--- src/i2cra_pkg.sv ---
// Purpose: Shared constants and types for the two-wire register access target
// Assumes: 10 MHz reference clock, bus pins sampled through two flip-flops
// Notes: Bus-hang periods are counts of reference clock cycles
package i2cra_pkg;
  localparam logic [5:0] ADDR_BASE = 6'h34;
  localparam logic [7:0] REG_ADDR_RESET = 8'h00;
  localparam int CLK_MHZ = 10;
  localparam int HANG_SHORT_MS = 1;
  localparam int HANG_LONG_MS = 50;
  localparam int HANG_SHORT_CYC = HANG_SHORT_MS * 1000 * CLK_MHZ;
  localparam int HANG_LONG_CYC = HANG_LONG_MS * 1000 * CLK_MHZ;
  localparam int HANG_W = 20;
  localparam logic [3:0] BIT_ACK = 4'h8;

  typedef enum logic [5:0] {
    I2CRA_IDLE = 6'h01,
    I2CRA_DEVADR = 6'h02,
    I2CRA_ACK = 6'h04,
    I2CRA_RX = 6'h08,
    I2CRA_TX = 6'h10,
    I2CRA_MACK = 6'h20
  } i2cra_state_t;

  typedef struct packed {
    logic sda_o;
    logic sda_oe;
  } i2cra_pin_t;

  typedef struct packed {
    logic wr_stb;
    logic rd_stb;
    logic [7:0] addr;
    logic [7:0] wdata;
  } i2cra_regreq_t;
endpackage

--- src/i2cra_pin_sync.sv ---
// Purpose: Two-stage synchroniser with start and stop detection
// Assumes: Inputs are bus pins from outside the clock domain
// Notes: Only the two stages after the synchroniser feed edge detection
`timescale 1ns/10ps
module i2cra_pin_sync (
  input wire logic i_ref_clk,
  input wire logic i_rst_n,
  input wire logic i_scl,
  input wire logic i_sda,
  output logic o_scl,
  output logic o_sda,
  output logic o_scl_rise,
  output logic o_scl_fall,
  output logic o_start,
  output logic o_stop
);
  typedef struct packed {
    logic [1:0] scl_meta;
    logic [1:0] sda_meta;
    logic scl_q;
    logic sda_q;
    logic scl_d;
    logic sda_d;
  } i2cra_sync_t;
  i2cra_sync_t sync_reg;
  i2cra_sync_t sync_next;

  always_comb begin
    sync_next = sync_reg;
    sync_next.scl_meta = {sync_reg.scl_meta[0], i_scl};
    sync_next.sda_meta = {sync_reg.sda_meta[0], i_sda};
    sync_next.scl_d = sync_reg.scl_meta[1];
    sync_next.sda_d = sync_reg.sda_meta[1];
    sync_next.scl_q = sync_reg.scl_d;
    sync_next.sda_q = sync_reg.sda_d;
  end

  always_ff @(posedge i_ref_clk or negedge i_rst_n) begin
    if (!i_rst_n) begin
      sync_reg <= '1;
    end else begin
      sync_reg <= sync_next;
    end
  end

  assign o_scl = sync_reg.scl_d;
  assign o_sda = sync_reg.sda_d;
  assign o_scl_rise = sync_reg.scl_d & ~sync_reg.scl_q;
  assign o_scl_fall = ~sync_reg.scl_d & sync_reg.scl_q;
  assign o_start = sync_reg.scl_d & sync_reg.scl_q & sync_reg.sda_q & ~sync_reg.sda_d;
  assign o_stop = sync_reg.scl_d & sync_reg.scl_q & ~sync_reg.sda_q & sync_reg.sda_d;
endmodule // i2cra_pin_sync

--- src/i2cra_target.sv ---
// Purpose: Two-wire target port giving byte access to a register space
// Assumes: Register space answers reads combinationally on i_rdata
// Notes: Bus-hang timer clears the port state when the port holds data low
//
// Behaviour
// [RL1] Acknowledge own write address, then release
// [RL2] Take register address, then data, acknowledge each
// [RL3] Further write bytes increment address unless trapped
// [RL4] Controller reads after address write, repeated start
// [RL5] Controller acknowledge continues; no-acknowledge releases line
// [RL6] Increment register address after each sent byte; code holds it while i_trap is high
// [RL7] Read starts at latest written register address
// [RL8] Start address is zero after reset
// [RL9] Bus-hang timer resets port on lock-up
// [RL10] Timer enable and period select inputs
// [RL11] Controller idles 2 us after write, normal; the stop task idles 3 us after its last step
// [RL12] Controller idles 450 us after write, suspend
// [RL13] Address select pin gives address bit zero
// [RL14] Only 7-bit target addressing is answered
// [RL15] Stop right after start is ignored
// [RL16] Start or stop mid-byte abandons the byte
`timescale 1ns/10ps
module i2cra_target #(
  parameter int HANG_SHORT = i2cra_pkg::HANG_SHORT_CYC,
  parameter int HANG_LONG = i2cra_pkg::HANG_LONG_CYC
) (
  input wire logic i_ref_clk,
  input wire logic i_nrst,
  input wire logic i_scl,
  input wire logic i_sda,
  input wire logic i_address_select_pin,
  input wire logic i_bus_hang_timer_on,
  input wire logic i_bus_hang_period_select,
  input wire logic i_trap,
  input wire logic [7:0] i_rdata,
  output i2cra_pkg::i2cra_pin_t o_sda,
  output i2cra_pkg::i2cra_regreq_t o_req,
  output logic o_hang_reset
);
  localparam int HANG_W_L = i2cra_pkg::HANG_W + 6;
  typedef struct packed {
    logic [1:0] rst_sync;
    logic [1:0] sel_sync;
    i2cra_pkg::i2cra_state_t state;
    logic [7:0] shift;
    logic [3:0] bitcnt;
    logic is_read;
    logic got_reg;
    logic toggled;
    logic [7:0] reg_addr;
    logic [7:0] start_addr;
    logic [HANG_W_L-1:0] hang_cnt;
    logic hang;
    i2cra_pkg::i2cra_pin_t pin;
    i2cra_pkg::i2cra_regreq_t req;
  } i2cra_core_t;

  i2cra_core_t core_reg;
  i2cra_core_t core_next;
  logic rst_n;
  logic scl;
  logic sda;
  logic scl_rise;
  logic scl_fall;
  logic start_c;
  logic stop_c;
  logic [HANG_W_L-1:0] hang_lim;

  function automatic logic [7:0] next_addr(input logic [7:0] a, input logic trap);
    next_addr = trap ? a : a + 8'h01;
  endfunction

  assign rst_n = core_reg.rst_sync[1];

  i2cra_pin_sync u_sync (
    .i_ref_clk(i_ref_clk),
    .i_rst_n(rst_n),
    .i_scl(i_scl),
    .i_sda(i_sda),
    .o_scl(scl),
    .o_sda(sda),
    .o_scl_rise(scl_rise),
    .o_scl_fall(scl_fall),
    .o_start(start_c),
    .o_stop(stop_c)
  );

  // Long period is a simulation-shortenable parameter
  // Period select is a configuration level of this clock domain
  assign hang_lim = i_bus_hang_period_select ? HANG_W_L'(HANG_LONG) : HANG_W_L'(HANG_SHORT); // RL10

  always_comb begin
    core_next = core_reg;
    core_next.rst_sync = {core_reg.rst_sync[0], 1'b1};
    core_next.sel_sync = {core_reg.sel_sync[0], i_address_select_pin};
    core_next.req.wr_stb = 1'b0;
    core_next.req.rd_stb = 1'b0;
    core_next.hang = 1'b0;
    if (scl_rise || scl_fall) begin
      core_next.toggled = 1'b1;
    end
    // Count only while this port pulls data low
    if (i_bus_hang_timer_on && core_reg.pin.sda_oe && !core_reg.pin.sda_o) begin // RL9
      core_next.hang_cnt = core_reg.hang_cnt + HANG_W_L'(1);
    end else begin
      core_next.hang_cnt = '0;
    end
    if (core_reg.hang_cnt >= hang_lim && i_bus_hang_timer_on) begin // RL9
      core_next.hang = 1'b1;
      core_next.state = i2cra_pkg::I2CRA_IDLE;
      core_next.pin = '0;
      core_next.hang_cnt = '0;
    end else if (start_c) begin // RL16
      core_next.state = i2cra_pkg::I2CRA_DEVADR;
      core_next.bitcnt = 4'h0;
      core_next.pin = '0;
      core_next.toggled = 1'b0;
      core_next.got_reg = 1'b0;
    end else if (stop_c && core_reg.toggled) begin // RL15
      core_next.state = i2cra_pkg::I2CRA_IDLE; // RL16
      core_next.pin = '0;
    end else begin
      case (core_reg.state)
        i2cra_pkg::I2CRA_IDLE: begin
          core_next.pin = '0;
        end
        i2cra_pkg::I2CRA_DEVADR, i2cra_pkg::I2CRA_RX: begin
          if (scl_rise) begin
            core_next.shift = {core_reg.shift[6:0], sda};
            core_next.bitcnt = core_reg.bitcnt + 4'h1;
          end
          if (scl_fall && core_reg.bitcnt == i2cra_pkg::BIT_ACK) begin
            core_next.bitcnt = 4'h0;
            if (core_reg.state == i2cra_pkg::I2CRA_DEVADR) begin
              // Seven-bit match only; ten-bit headers never match
              if (core_reg.shift[7:1] == {i2cra_pkg::ADDR_BASE, core_reg.sel_sync[1]}) begin // RL13 RL14
                core_next.state = i2cra_pkg::I2CRA_ACK; // RL1
                core_next.pin = '{sda_o: 1'b0, sda_oe: 1'b1};
                core_next.is_read = core_reg.shift[0];
                core_next.reg_addr = core_reg.shift[0] ? core_reg.start_addr : core_reg.reg_addr; // RL7 RL4
                core_next.req.addr = core_reg.start_addr;
              end else begin
                core_next.state = i2cra_pkg::I2CRA_IDLE;
              end
            end else if (!core_reg.got_reg) begin
              core_next.got_reg = 1'b1; // RL2
              core_next.reg_addr = core_reg.shift;
              core_next.start_addr = core_reg.shift; // RL7
              core_next.state = i2cra_pkg::I2CRA_ACK;
              core_next.pin = '{sda_o: 1'b0, sda_oe: 1'b1};
            end else begin
              core_next.req.wr_stb = 1'b1; // RL2
              core_next.req.addr = core_reg.reg_addr;
              core_next.req.wdata = core_reg.shift;
              core_next.reg_addr = next_addr(core_reg.reg_addr, i_trap); // RL3
              core_next.state = i2cra_pkg::I2CRA_ACK;
              core_next.pin = '{sda_o: 1'b0, sda_oe: 1'b1};
            end
          end
        end
        i2cra_pkg::I2CRA_ACK: begin
          if (scl_fall) begin
            core_next.pin = '0; // RL1
            if (core_reg.is_read) begin
              core_next.state = i2cra_pkg::I2CRA_TX;
              core_next.shift = {i_rdata[6:0], 1'b0};
              // Bit 7 goes out at this fall so it settles before the rise
              core_next.pin = '{sda_o: 1'b0, sda_oe: ~i_rdata[7]};
              core_next.req.rd_stb = 1'b1;
              core_next.req.addr = core_reg.reg_addr;
              core_next.reg_addr = next_addr(core_reg.reg_addr, i_trap); // RL6
              core_next.bitcnt = 4'h1;
            end else begin
              core_next.state = i2cra_pkg::I2CRA_RX;
            end
          end
        end
        i2cra_pkg::I2CRA_TX: begin
          if (scl_fall) begin
            if (core_reg.bitcnt == i2cra_pkg::BIT_ACK) begin
              core_next.pin = '0;
              core_next.state = i2cra_pkg::I2CRA_MACK;
            end else begin
              core_next.pin = '{sda_o: 1'b0, sda_oe: ~core_reg.shift[7]};
              core_next.shift = {core_reg.shift[6:0], 1'b0};
              core_next.bitcnt = core_reg.bitcnt + 4'h1;
            end
          end
        end
        i2cra_pkg::I2CRA_MACK: begin
          if (scl_rise) begin
            if (sda) begin
              // No-acknowledge leaves line released for the stop
              core_next.state = i2cra_pkg::I2CRA_IDLE; // RL5
            end else begin
              // Present next register early so read data settles before the fall
              core_next.state = i2cra_pkg::I2CRA_ACK; // RL5
              core_next.req.addr = core_reg.reg_addr; // RL6
            end
          end
        end
        default: begin
          core_next.state = i2cra_pkg::I2CRA_IDLE;
          core_next.pin = '0;
        end
      endcase
    end
  end

  always_ff @(posedge i_ref_clk or negedge i_nrst) begin
    if (!i_nrst) begin
      core_reg <= '0;
      core_reg.state <= i2cra_pkg::I2CRA_IDLE;
      core_reg.reg_addr <= i2cra_pkg::REG_ADDR_RESET; // RL8
      core_reg.start_addr <= i2cra_pkg::REG_ADDR_RESET; // RL8
    end else begin
      core_reg <= core_next;
    end
  end

  assign o_sda = core_reg.pin;
  assign o_req = core_reg.req;
  assign o_hang_reset = core_reg.hang;
endmodule // i2cra_target

--- config.mk ---
export PLATFORM = sky130hd
export DESIGN_NAME = i2cra_target
export DESIGN_NICKNAME = d
export VERILOG_FILES = /design/src/i2cra_pkg.sv /design/src/i2cra_pin_sync.sv /design/src/i2cra_target.sv
export SDC_FILE = /design/constraint.sdc
export NUM_CORES = 1
export LEC_CHECK = 0
export BUFFER_PORTS_ARGS = -buffer_cell sky130_fd_sc_hd__buf_2
export CAP_MARGIN = 20
export CELL_PAD_IN_SITES_DETAIL_PLACEMENT = 1
export CELL_PAD_IN_SITES_GLOBAL_PLACEMENT = 2
export CORE_UTILIZATION = 42
export DETAILED_ROUTE_END_ITERATION = 16
export PLACE_DENSITY_LB_ADDON = 0.1
export SYNTH_ARGS = -nofsm -noshare
export SYNTH_HDL_FRONTEND = slang
export SYNTH_SLANG_ARGS = --single-unit
export TNS_END_PERCENT = 1
--- constraint.sdc ---
create_clock -name i_ref_clk -period 1.58 [get_ports i_ref_clk]
set_input_delay 0.316 -clock i_ref_clk [delete_from_list [all_inputs] [get_ports i_ref_clk]]
set_output_delay 0.316 -clock i_ref_clk [all_outputs]
set_load 0.1 [all_outputs]
==> results of run 1 <==
==> cell families (layout without fill, tap and decap cells) <==
kind of cell | count (synthesis) | after routing | share of synthesized area
and+or+nand+nor | 157 | 157 | 0.169
adders and majority gates | 16 | 16 | 0.0397
other | 2 | 8 | 0.00149
xor gates and xnor gates | 20 | 20 | 0.0348
buffers and inverters | 58 | 213 | 0.0586
DFF | 95 | 95 | 0.474
AOI/OAI and AO/OA | 107 | 107 | 0.138
muxes | 38 | 38 | 0.0837
==> critical path: cells and delay by family (launching register included) <==
kind	cells	cell delay, ns
mux	1	0.31
fa+ha+maj	1	0.17
simple gates	2	0.88
buf+inv	1	0.14
flops	1	0.39
compound gates	3	0.73
==> cell usage in the layout (no fill, tap or decap), types with 9 or more instances in the layout <==
| cell type | n |
|---|---|
| nand2_1 | 20 |
| buf_2 | 33 |
| inv_1 | 23 |
| buf_4 | 126 |
| clkbuf_16 | 9 |
| xor2_1 | 10 |
| a21oi_1 | 17 |
| mux2i_1 | 11 |
| ha_1 | 14 |
| nand3_1 | 18 |
| o21ai_1 | 12 |
| dfstp_2 | 9 |
| mux2_2 | 9 |
| mux2_4 | 18 |
| nor2_1 | 39 |
| dfrtp_1 | 86 |
| o21ai_0 | 20 |
| xnor2_1 | 10 |
==> area by class of cell <==
type	instances	area [um2]	share of cell area
clock buffer	10	239	0.0345
clock inverter	6	75.1	0.0108
inverter	23	86.3	0.0125
multi-input combinational	346	2640	0.381
sequential	95	2390	0.345
tap	143	179	0.0258
timing repair buffer	174	1320	0.190
==> repair_timing <==
item	CTS	global route
buffers inserted	5	2
endpoints found under the hold margin	22	0
endpoints found under the setup margin	77	78
pin swaps	26	4
hold buffers	1	0
resized for setup	72	14
==> per-stage QoR <==
stage,cell area (um2),cells,total power (W)
final,6920,797,0.00558
after floorplan,5080,499,0.00291
after detailed placement,6250,773,0.00326
after global routing,6920,797,0.00583
after CTS,6850,795,0.00564
after global placement,6250,773,0.00323
==> power groups by stage <==
stage	registers [W]	logic (W)	clock network [W]
finish	0.00258	0.000707	0.00229
global route	0.00259	0.000779	0.00245
CTS	0.00258	0.000700	0.00236
detailed placement	0.00263	0.000639	0
global placement	0.00262	0.000608	0
floorplan	0.00264	0.000272	0
==> layer usage <==
metal | vias to the layer above | part of all wire | GRT usage
met5 | - | 0 | 0
met4 | 0 | 0.021 | 0.0901
met3 | 25 | 0.027 | 0.0468
met2 | 74 | 0.51 | 0.448
met1 | 2211 | 0.45 | 0.329
li1 | 2062 | - | -
==> final timing paths <==
kind	slack, ns	to	depth (start not counted)	start
setup / recovery	-1.14	core_reg[57]	8	core_reg[26]
hold / removal	0.06	u_sync.sync_next[5]	1	i_sda
setup reg to reg	-1.14	core_reg[57]	8	core_reg[26]
hold reg to reg	0.35	core_reg[87]	0	core_next[87]
max in group asynchronous	0.58	core_reg[78]	3	i_nrst
min in group asynchronous	0.37	u_sync.sync_next[1]	0	core_reg[87]
==> flow_summary.rst, run 1 <==
.. list-table::
   :header-rows: 1

   * - Metric
     - Value
   * - Outcome
     - finished with violations
   * - Die Area
     - approximately 12000 um2
   * - Part of the Yosys area used for sequential elements
     - 0.474
   * - Synth unique cells
     - 62
   * - Max-slew headroom
     - 0.659
   * - Max IR drop VDD
     - roughly 0.70 mV
   * - Insertion delay to the later sink of the worst-skew pair
     - 0.35 ns
   * - Share of power burned in combinational logic
     - 0.127
   * - Die Y-Extent
     - around 110 um
   * - Setup repair after global routing missed its margin
     - yes
   * - CTS tree
     - yes
   * - Antenna Violating Nets Remaining
     - 0
   * - Routability cong.
     - 0.830
   * - Number of violations reported at the end of detailed-routing iteration 0
     - 180
   * - Final slew viol count
     - 0
   * - Critical path launch point type
     - flop
   * - GRT Resource Usage Total
     - 0.260
   * - Clock edge transition at the registers on the reported setup and hold paths
     - 0.07 ns
   * - Starting Density
     - 0.436
   * - Area delta synth->final
     - 37.4%
   * - Ratio of final minimum period to clock period
     - 1.72
   * - IO Pins
     - 37
   * - Pre-CTS setup slack
     - -1.32 ns
   * - Proportion of netlist area held by the largest area contributor
     - 0.427
   * - Average wire per cell in the routed design
     - around 19 um
   * - Ys async rst share
     - 1.00
   * - Transition at the pin with the smallest max-transition slack
     - around 0.50 ns
   * - Maximum clock rate
     - 368 MHz
   * - Final Hold Violating Endpoints
     - 0
   * - EDFF count, synth
     - 0
   * - Leakage
     - approximately 3.2 nW
   * - Post-layout util
     - 0.599
   * - Gate Count Post-Synth
     - 493
   * - Fill count
     - 1291
   * - Min Clock Period, post-route
     - 2.72 ns
   * - Count of buffers from port buffering
     - 35
   * - Via Count
     - between 4000 and 5000
   * - DRC violation count after routing
     - 4
   * - Maximum fanout encountered on the critical timing path
     - 5
   * - CP endpoint kind
     - flop
   * - Fraction of final layout cells with drive strength greater than 1
     - 0.405
   * - Number of warnings reported in the yosys synthesis log
     - 0
   * - Average cell area after synthesis
     - between 10 and 15 um2
   * - Critical-path cell with the highest stage delay
     - or4_4
   * - Net switching share of the total power
     - 0.257
   * - Endpoint required time on the critical path
     - between 1.5 and 2 ns
   * - CTS H-tree depth
     - 3
   * - Buffers from clock root to sink, at most
     - 2
   * - Violations in the final reports
     - design-rule violations, negative setup slack
   * - Cell with the most instances after synthesis
     - dfrtp_1
   * - Number of antenna violations at the first check in global routing
     - 0
   * - CP Class
     - reg -> reg
   * - DPL Wire Length
     - 11.4 mm
   * - Number of global-route vias before repair
     - 4740
   * - Commonest cells in the netlist
     - dfrtp_1 (86), nor2_1 (46), o21ai_0 (39)
   * - Primary FF master, synth
     - dfrtp_1
   * - Number of maximum-capacitance constraint violations
     - 0
   * - Fin worst setup slack
     - -1.14 ns
   * - Power density over the cells
     - approximately 810 nW/um2
   * - Drt via density
     - approximately 5.5
   * - Count of inserted antenna diode cells
     - 0
   * - Number of synthesized register bits
     - 95
   * - Internal power contribution
     - roughly 0.0041 W
   * - Horizontal die dimension
     - approximately 110 um
   * - Combined area of all synthesized cells
     - roughly 5000 um2
   * - Maximum number of pins on one net before global-route repair
     - 30
   * - Pre-antenna DRT Iters
     - 11
   * - CTS sink cnt
     - 95
   * - Critical-path cell list
     - ha_2 > or4_4 > a221o_1 > a211oi_4 > o21ai_4 > buf_12 > or3_4 > mux2_4
   * - Library cell used as clock root buffer
     - clkbuf_16
   * - Final-layout worst hold slack
     - between 0.06 and 0.07 ns
   * - Overflow left after global routing
     - 0
   * - Number of flip-flops in the largest register
     - 65
   * - Switching component of the power
     - approximately 0.0014 W
   * - Tightest Hold Check Type
     - in -> reg
   * - CP Data Arrival Time
     - around 3.0 ns
   * - Total wire length
     - about 15 mm
   * - Register share of total power
     - 0.462
   * - Number of buffers created by CTS
     - 9
   * - Layout Nets
     - roughly 680
   * - Share of power burned in the clock network
     - 0.411
   * - Core area
     - around 12000 um2
   * - Worst setup skew after layout
     - between 0.009 and 0.01 ns
   * - Worst stage delay on the critical path
     - roughly 0.52 ns
   * - Setup TNS
     - -77.92 ns
   * - Global-route wire length before repair
     - about 25 mm
   * - Top cells by area, synth
     - dfrtp_1 (43%), mux2_2 (5.6%), dfstp_2 (4.7%), ha_1 (4.0%), o21ai_0 (3.9%)
   * - Setup violators final
     - 77
   * - Row cnt
     - 39
   * - Cell taking the most area after synthesis
     - dfrtp_1
Power figures use the tool's default switching activity.
==> run 2, diff against run 1 <==
CORE_UTILIZATION = 39   (was 42)
clock period = 3.1 ns   (was 1.58 ns; I/O delays follow)
==> run 2 against run 1 <==
  * The flow now finishes without violations
  * Highest routed layer unchanged
  * Sequential power decreased by 48%
  * Utilization is 14 points lower
  * Die area rose by 7.6%
  * First-iteration DRC count up 24%
  * Largest cell class is now sequential cells
  * Hold slack improved by 0.28 ns
  * Critical path depth unchanged
  * Global-route usage is 4.9 points lower
  * Largest power group unchanged
  * Clock skew is 0.0033 ns lower
  * Final area fell by 17%
==> flow_summary.rst, run 2 (synthesized netlist as in run 1, its figures left out) <==
.. list-table::
   :header-rows: 1

   * - Metric
     - Value
   * - Fin worst setup slack
     - 0.253 ns (was -1.14 ns)
   * - DPL Wire Length
     - 9.45 mm (was 11.4 mm)
   * - Drt via density
     - 5.42 (was 5.49)
   * - Starting Density
     - 0.399 (was 0.436)
   * - Number of maximum-capacitance constraint violations
     - 0 (unchanged)
   * - CP endpoint kind
     - flop (unchanged)
   * - CTS tree
     - yes (unchanged)
   * - Critical-path cell list
     - ha_1 > or4_1 > a221o_1 > a211oi_2 > o21ai_2 > or3_1 > buf_4 > o21ai_0 (was ha_2 > or4_4 > a221o_1 > a211oi_4 > o21ai_4 > buf_12 > or3_4 > mux2_4)
   * - Die Y-Extent
     - 116 um (was 112 um)
   * - Core area
     - 12600 um2 (was 11600 um2)
   * - CP Class
     - reg -> reg (unchanged)
   * - Critical path launch point type
     - flop (unchanged)
   * - Cts hold-fix bufs
     - 0 (was 1)
   * - Count of inserted antenna diode cells
     - 0 (unchanged)
   * - Horizontal die dimension
     - 116 um (was 112 um)
   * - R2r worst-path depth
     - 8 (unchanged)
   * - Min Clock Period, post-route
     - 2.85 ns (was 2.72 ns)
   * - CTS H-tree depth
     - 3 (unchanged)
   * - Standard cell area after detailed placement
     - 5430 um2 (was 6250 um2)
   * - Insertion delay to the later sink of the worst-skew pair
     - 0.35 ns (about the same)
   * - Worst setup skew after layout
     - 0.00617 ns (was 0.00948 ns)
   * - Family of cells with the greatest summed delay on the critical path
     - simple AND/OR/NAND/NOR gates (unchanged)
   * - Via Count
     - 3834 (was 4372)
   * - Total non-filler cell area in the finished layout
     - 5730 um2 (was 6920 um2)
   * - Buffers from clock root to sink, at most
     - 2 (unchanged)
   * - Number of buffers created by CTS
     - 9 (unchanged)
   * - Routability cong.
     - 0.831 (was 0.830)
   * - Die Area
     - 13400 um2 (was 12400 um2)
   * - Maximum fanout encountered on the critical timing path
     - 9 (was 5)
   * - Number of violations reported at the end of detailed-routing iteration 0
     - 223 (was 180)
   * - Buffer and inverter count on the worst path
     - 1 (unchanged)
   * - Average wire per cell in the routed design
     - 18.2 um (was 19.4 um)
   * - Post-CTS setup buffer count
     - 0 (was 5)
   * - Setup repair after global routing missed its margin
     - no (was yes)
   * - CTS sink cnt
     - 95 (unchanged)
   * - Post-CTS sizing
     - 0 (was 72)
   * - Maximum clock rate
     - 351 MHz (was 368 MHz)
   * - Final-layout worst hold slack
     - 0.342 ns (was 0.0648 ns)
   * - Max IR drop VDD
     - 0.314 mV (was 0.697 mV)
   * - Power density over the cells
     - 466 nW/um2 (was 806 nW/um2)
   * - Number of antenna violations at the first check in global routing
     - 0 (unchanged)
   * - Transition at the pin with the smallest max-transition slack
     - 0.751 ns (was 0.505 ns)
   * - Fill count
     - 1440 (was 1291)
   * - Critical-path cell with the highest stage delay
     - or4_1 (was or4_4)
   * - Area delta synth->final
     - 13.7% (was 37.4%)
   * - Endpoint required time on the critical path
     - 3.37 ns (was 1.82 ns)
   * - Pre-CTS setup slack
     - -0.122 ns (was -1.32 ns)
   * - Total number of cells along the worst setup path
     - 8 (unchanged)
   * - Antenna Violating Nets Remaining
     - 0 (unchanged)
   * - DRC violation count after routing
     - 0 (was 4)
   * - Count of buffers from port buffering
     - 35 (unchanged)
   * - Outcome
     - completed (was finished with violations)
   * - Max-slew headroom
     - 0.499 (was 0.659)
   * - Most common cell after layout, fill and taps aside
     - dfrtp_1 (was buf_4)
   * - IO Pins
     - 37 (unchanged)
   * - Leakage
     - 2.54 nW (was 3.22 nW)
   * - Overflow left after global routing
     - 0 (unchanged)
   * - Destination of the critical timing path
     - core_reg[62] (was core_reg[57])
   * - Launch point of the worst path
     - core_reg[30] (was core_reg[26])
   * - Row cnt
     - 41 (was 39)
   * - Clock edge transition at the registers on the reported setup and hold paths
     - 0.07 ns (about the same)
   * - Reg2Reg Capture Point
     - core_reg[62] (was core_reg[57])
   * - CP Data Arrival Time
     - 3.11 ns (was 2.96 ns)
   * - Worst stage delay on the critical path
     - 0.52 ns (about the same)
   * - Number of global-route vias before repair
     - 3979 (was 4740)
   * - Reg2Reg Launch Point
     - core_reg[30] (was core_reg[26])
   * - Ratio of final minimum period to clock period
     - 0.918 (was 1.72)
   * - Setup slack of the worst register-to-register path
     - 0.25 ns (was -1.14 ns)
   * - Fraction of final layout cells with drive strength greater than 1
     - 0.215 (was 0.405)
   * - Final slew viol count
     - 0 (unchanged)
   * - Total wire length
     - 12.9 mm (was 15.4 mm)
   * - Global-route wire length before repair
     - 21.4 mm (was 25.0 mm)
   * - GRT Resource Usage Total
     - 0.211 (was 0.260)
   * - Leading cell types in the layout, fill and taps excluded
     - dfrtp_1 (86), nor2_1 (46), o21ai_0 (39) (was buf_4 (126), dfrtp_1 (86), nor2_1 (39))
   * - Pre-antenna DRT Iters
     - 4 (was 11)
   * - Maximum number of pins on one net before global-route repair
     - 55 (was 30)
   * - Number of flip-flops in the largest register
     - 65 (unchanged)
   * - Final Hold Violating Endpoints
     - 0 (unchanged)
   * - Setup violators final
     - 0 (was 77)
   * - Library cell used as clock root buffer
     - clkbuf_16 (unchanged)
   * - Tightest Hold Check Type
     - in -> async (was in -> reg)
   * - Layout Nets
     - 563 (was 681)
run 2: per-layer routing:
layer | GRT usage | vias to the layer above | routed length, um
met1 | 0.277 | 1938 | 5980
li1 | - | 1831 | -
met4 | 0.0829 | 0 | 227
met5 | 0 | - | 0
met3 | 0.0309 | 15 | 346
met2 | 0.353 | 50 | 6310
run 2: final cells by class:
cell class | instances | area, um2 | share of cell area
clock buffers | 10 | 250 | 0.0437
clock inverters | 6 | 51.3 | 0.00896
inverters | 23 | 86.3 | 0.0151
multi-input cells | 346 | 2380 | 0.415
flip-flops and latches | 95 | 2390 | 0.417
well taps | 172 | 215 | 0.0376
repair buffers | 56 | 360 | 0.0629
run 2: worst min path at each step:
stage,start,end,slack (ns),cells after the start
floorplan,i_nrst,core_next[85],0.32,0
global placement,core_next[87],core_reg[87],0.33,0
detailed placement,core_next[85],core_reg[85],0.34,0
CTS,i_sda,u_sync.sync_next[5],0.35,1
global route,i_scl,u_sync.sync_next[7],0.35,1
finish,i_nrst,o_req[13],0.34,1
run 2: power breakdown:
| group | internal, W | switching [W] | leakage, nW | total (W) |
|---|---|---|---|---|
| Sequential | 0.00129 | 0.0000583 | 1.24 | 0.00134 |
| Combinational | 0.0000841 | 0.000128 | 1.16 | 0.000212 |
| Clock | 0.000603 | 0.000513 | 0.138 | 0.00112 |
run 2: through the flow:
stage | utilization | TNS (ns) | total power [W] | std cells
6_report | 0.454 | 0 | 0.00267 | 708
5_1_grt | 0.454 | 0 | 0.00280 | 708
4_1_cts | 0.454 | 0 | 0.00271 | 708
3_5_place_dp | 0.430 | -2.04 | 0.00158 | 692
3_3_place_gp | 0.430 | -0.945 | 0.00157 | 692
2_1_floorplan | - | 0 | 0.00148 | 499
run 2: worst register-to-register path, delay by kind of cell (launching register included):
family	cells	cell delay, ns
simple gates	2	1.02
compound gates	4	0.95
flops	1	0.40
fa+ha+maj	1	0.19
buf+inv	1	0.20
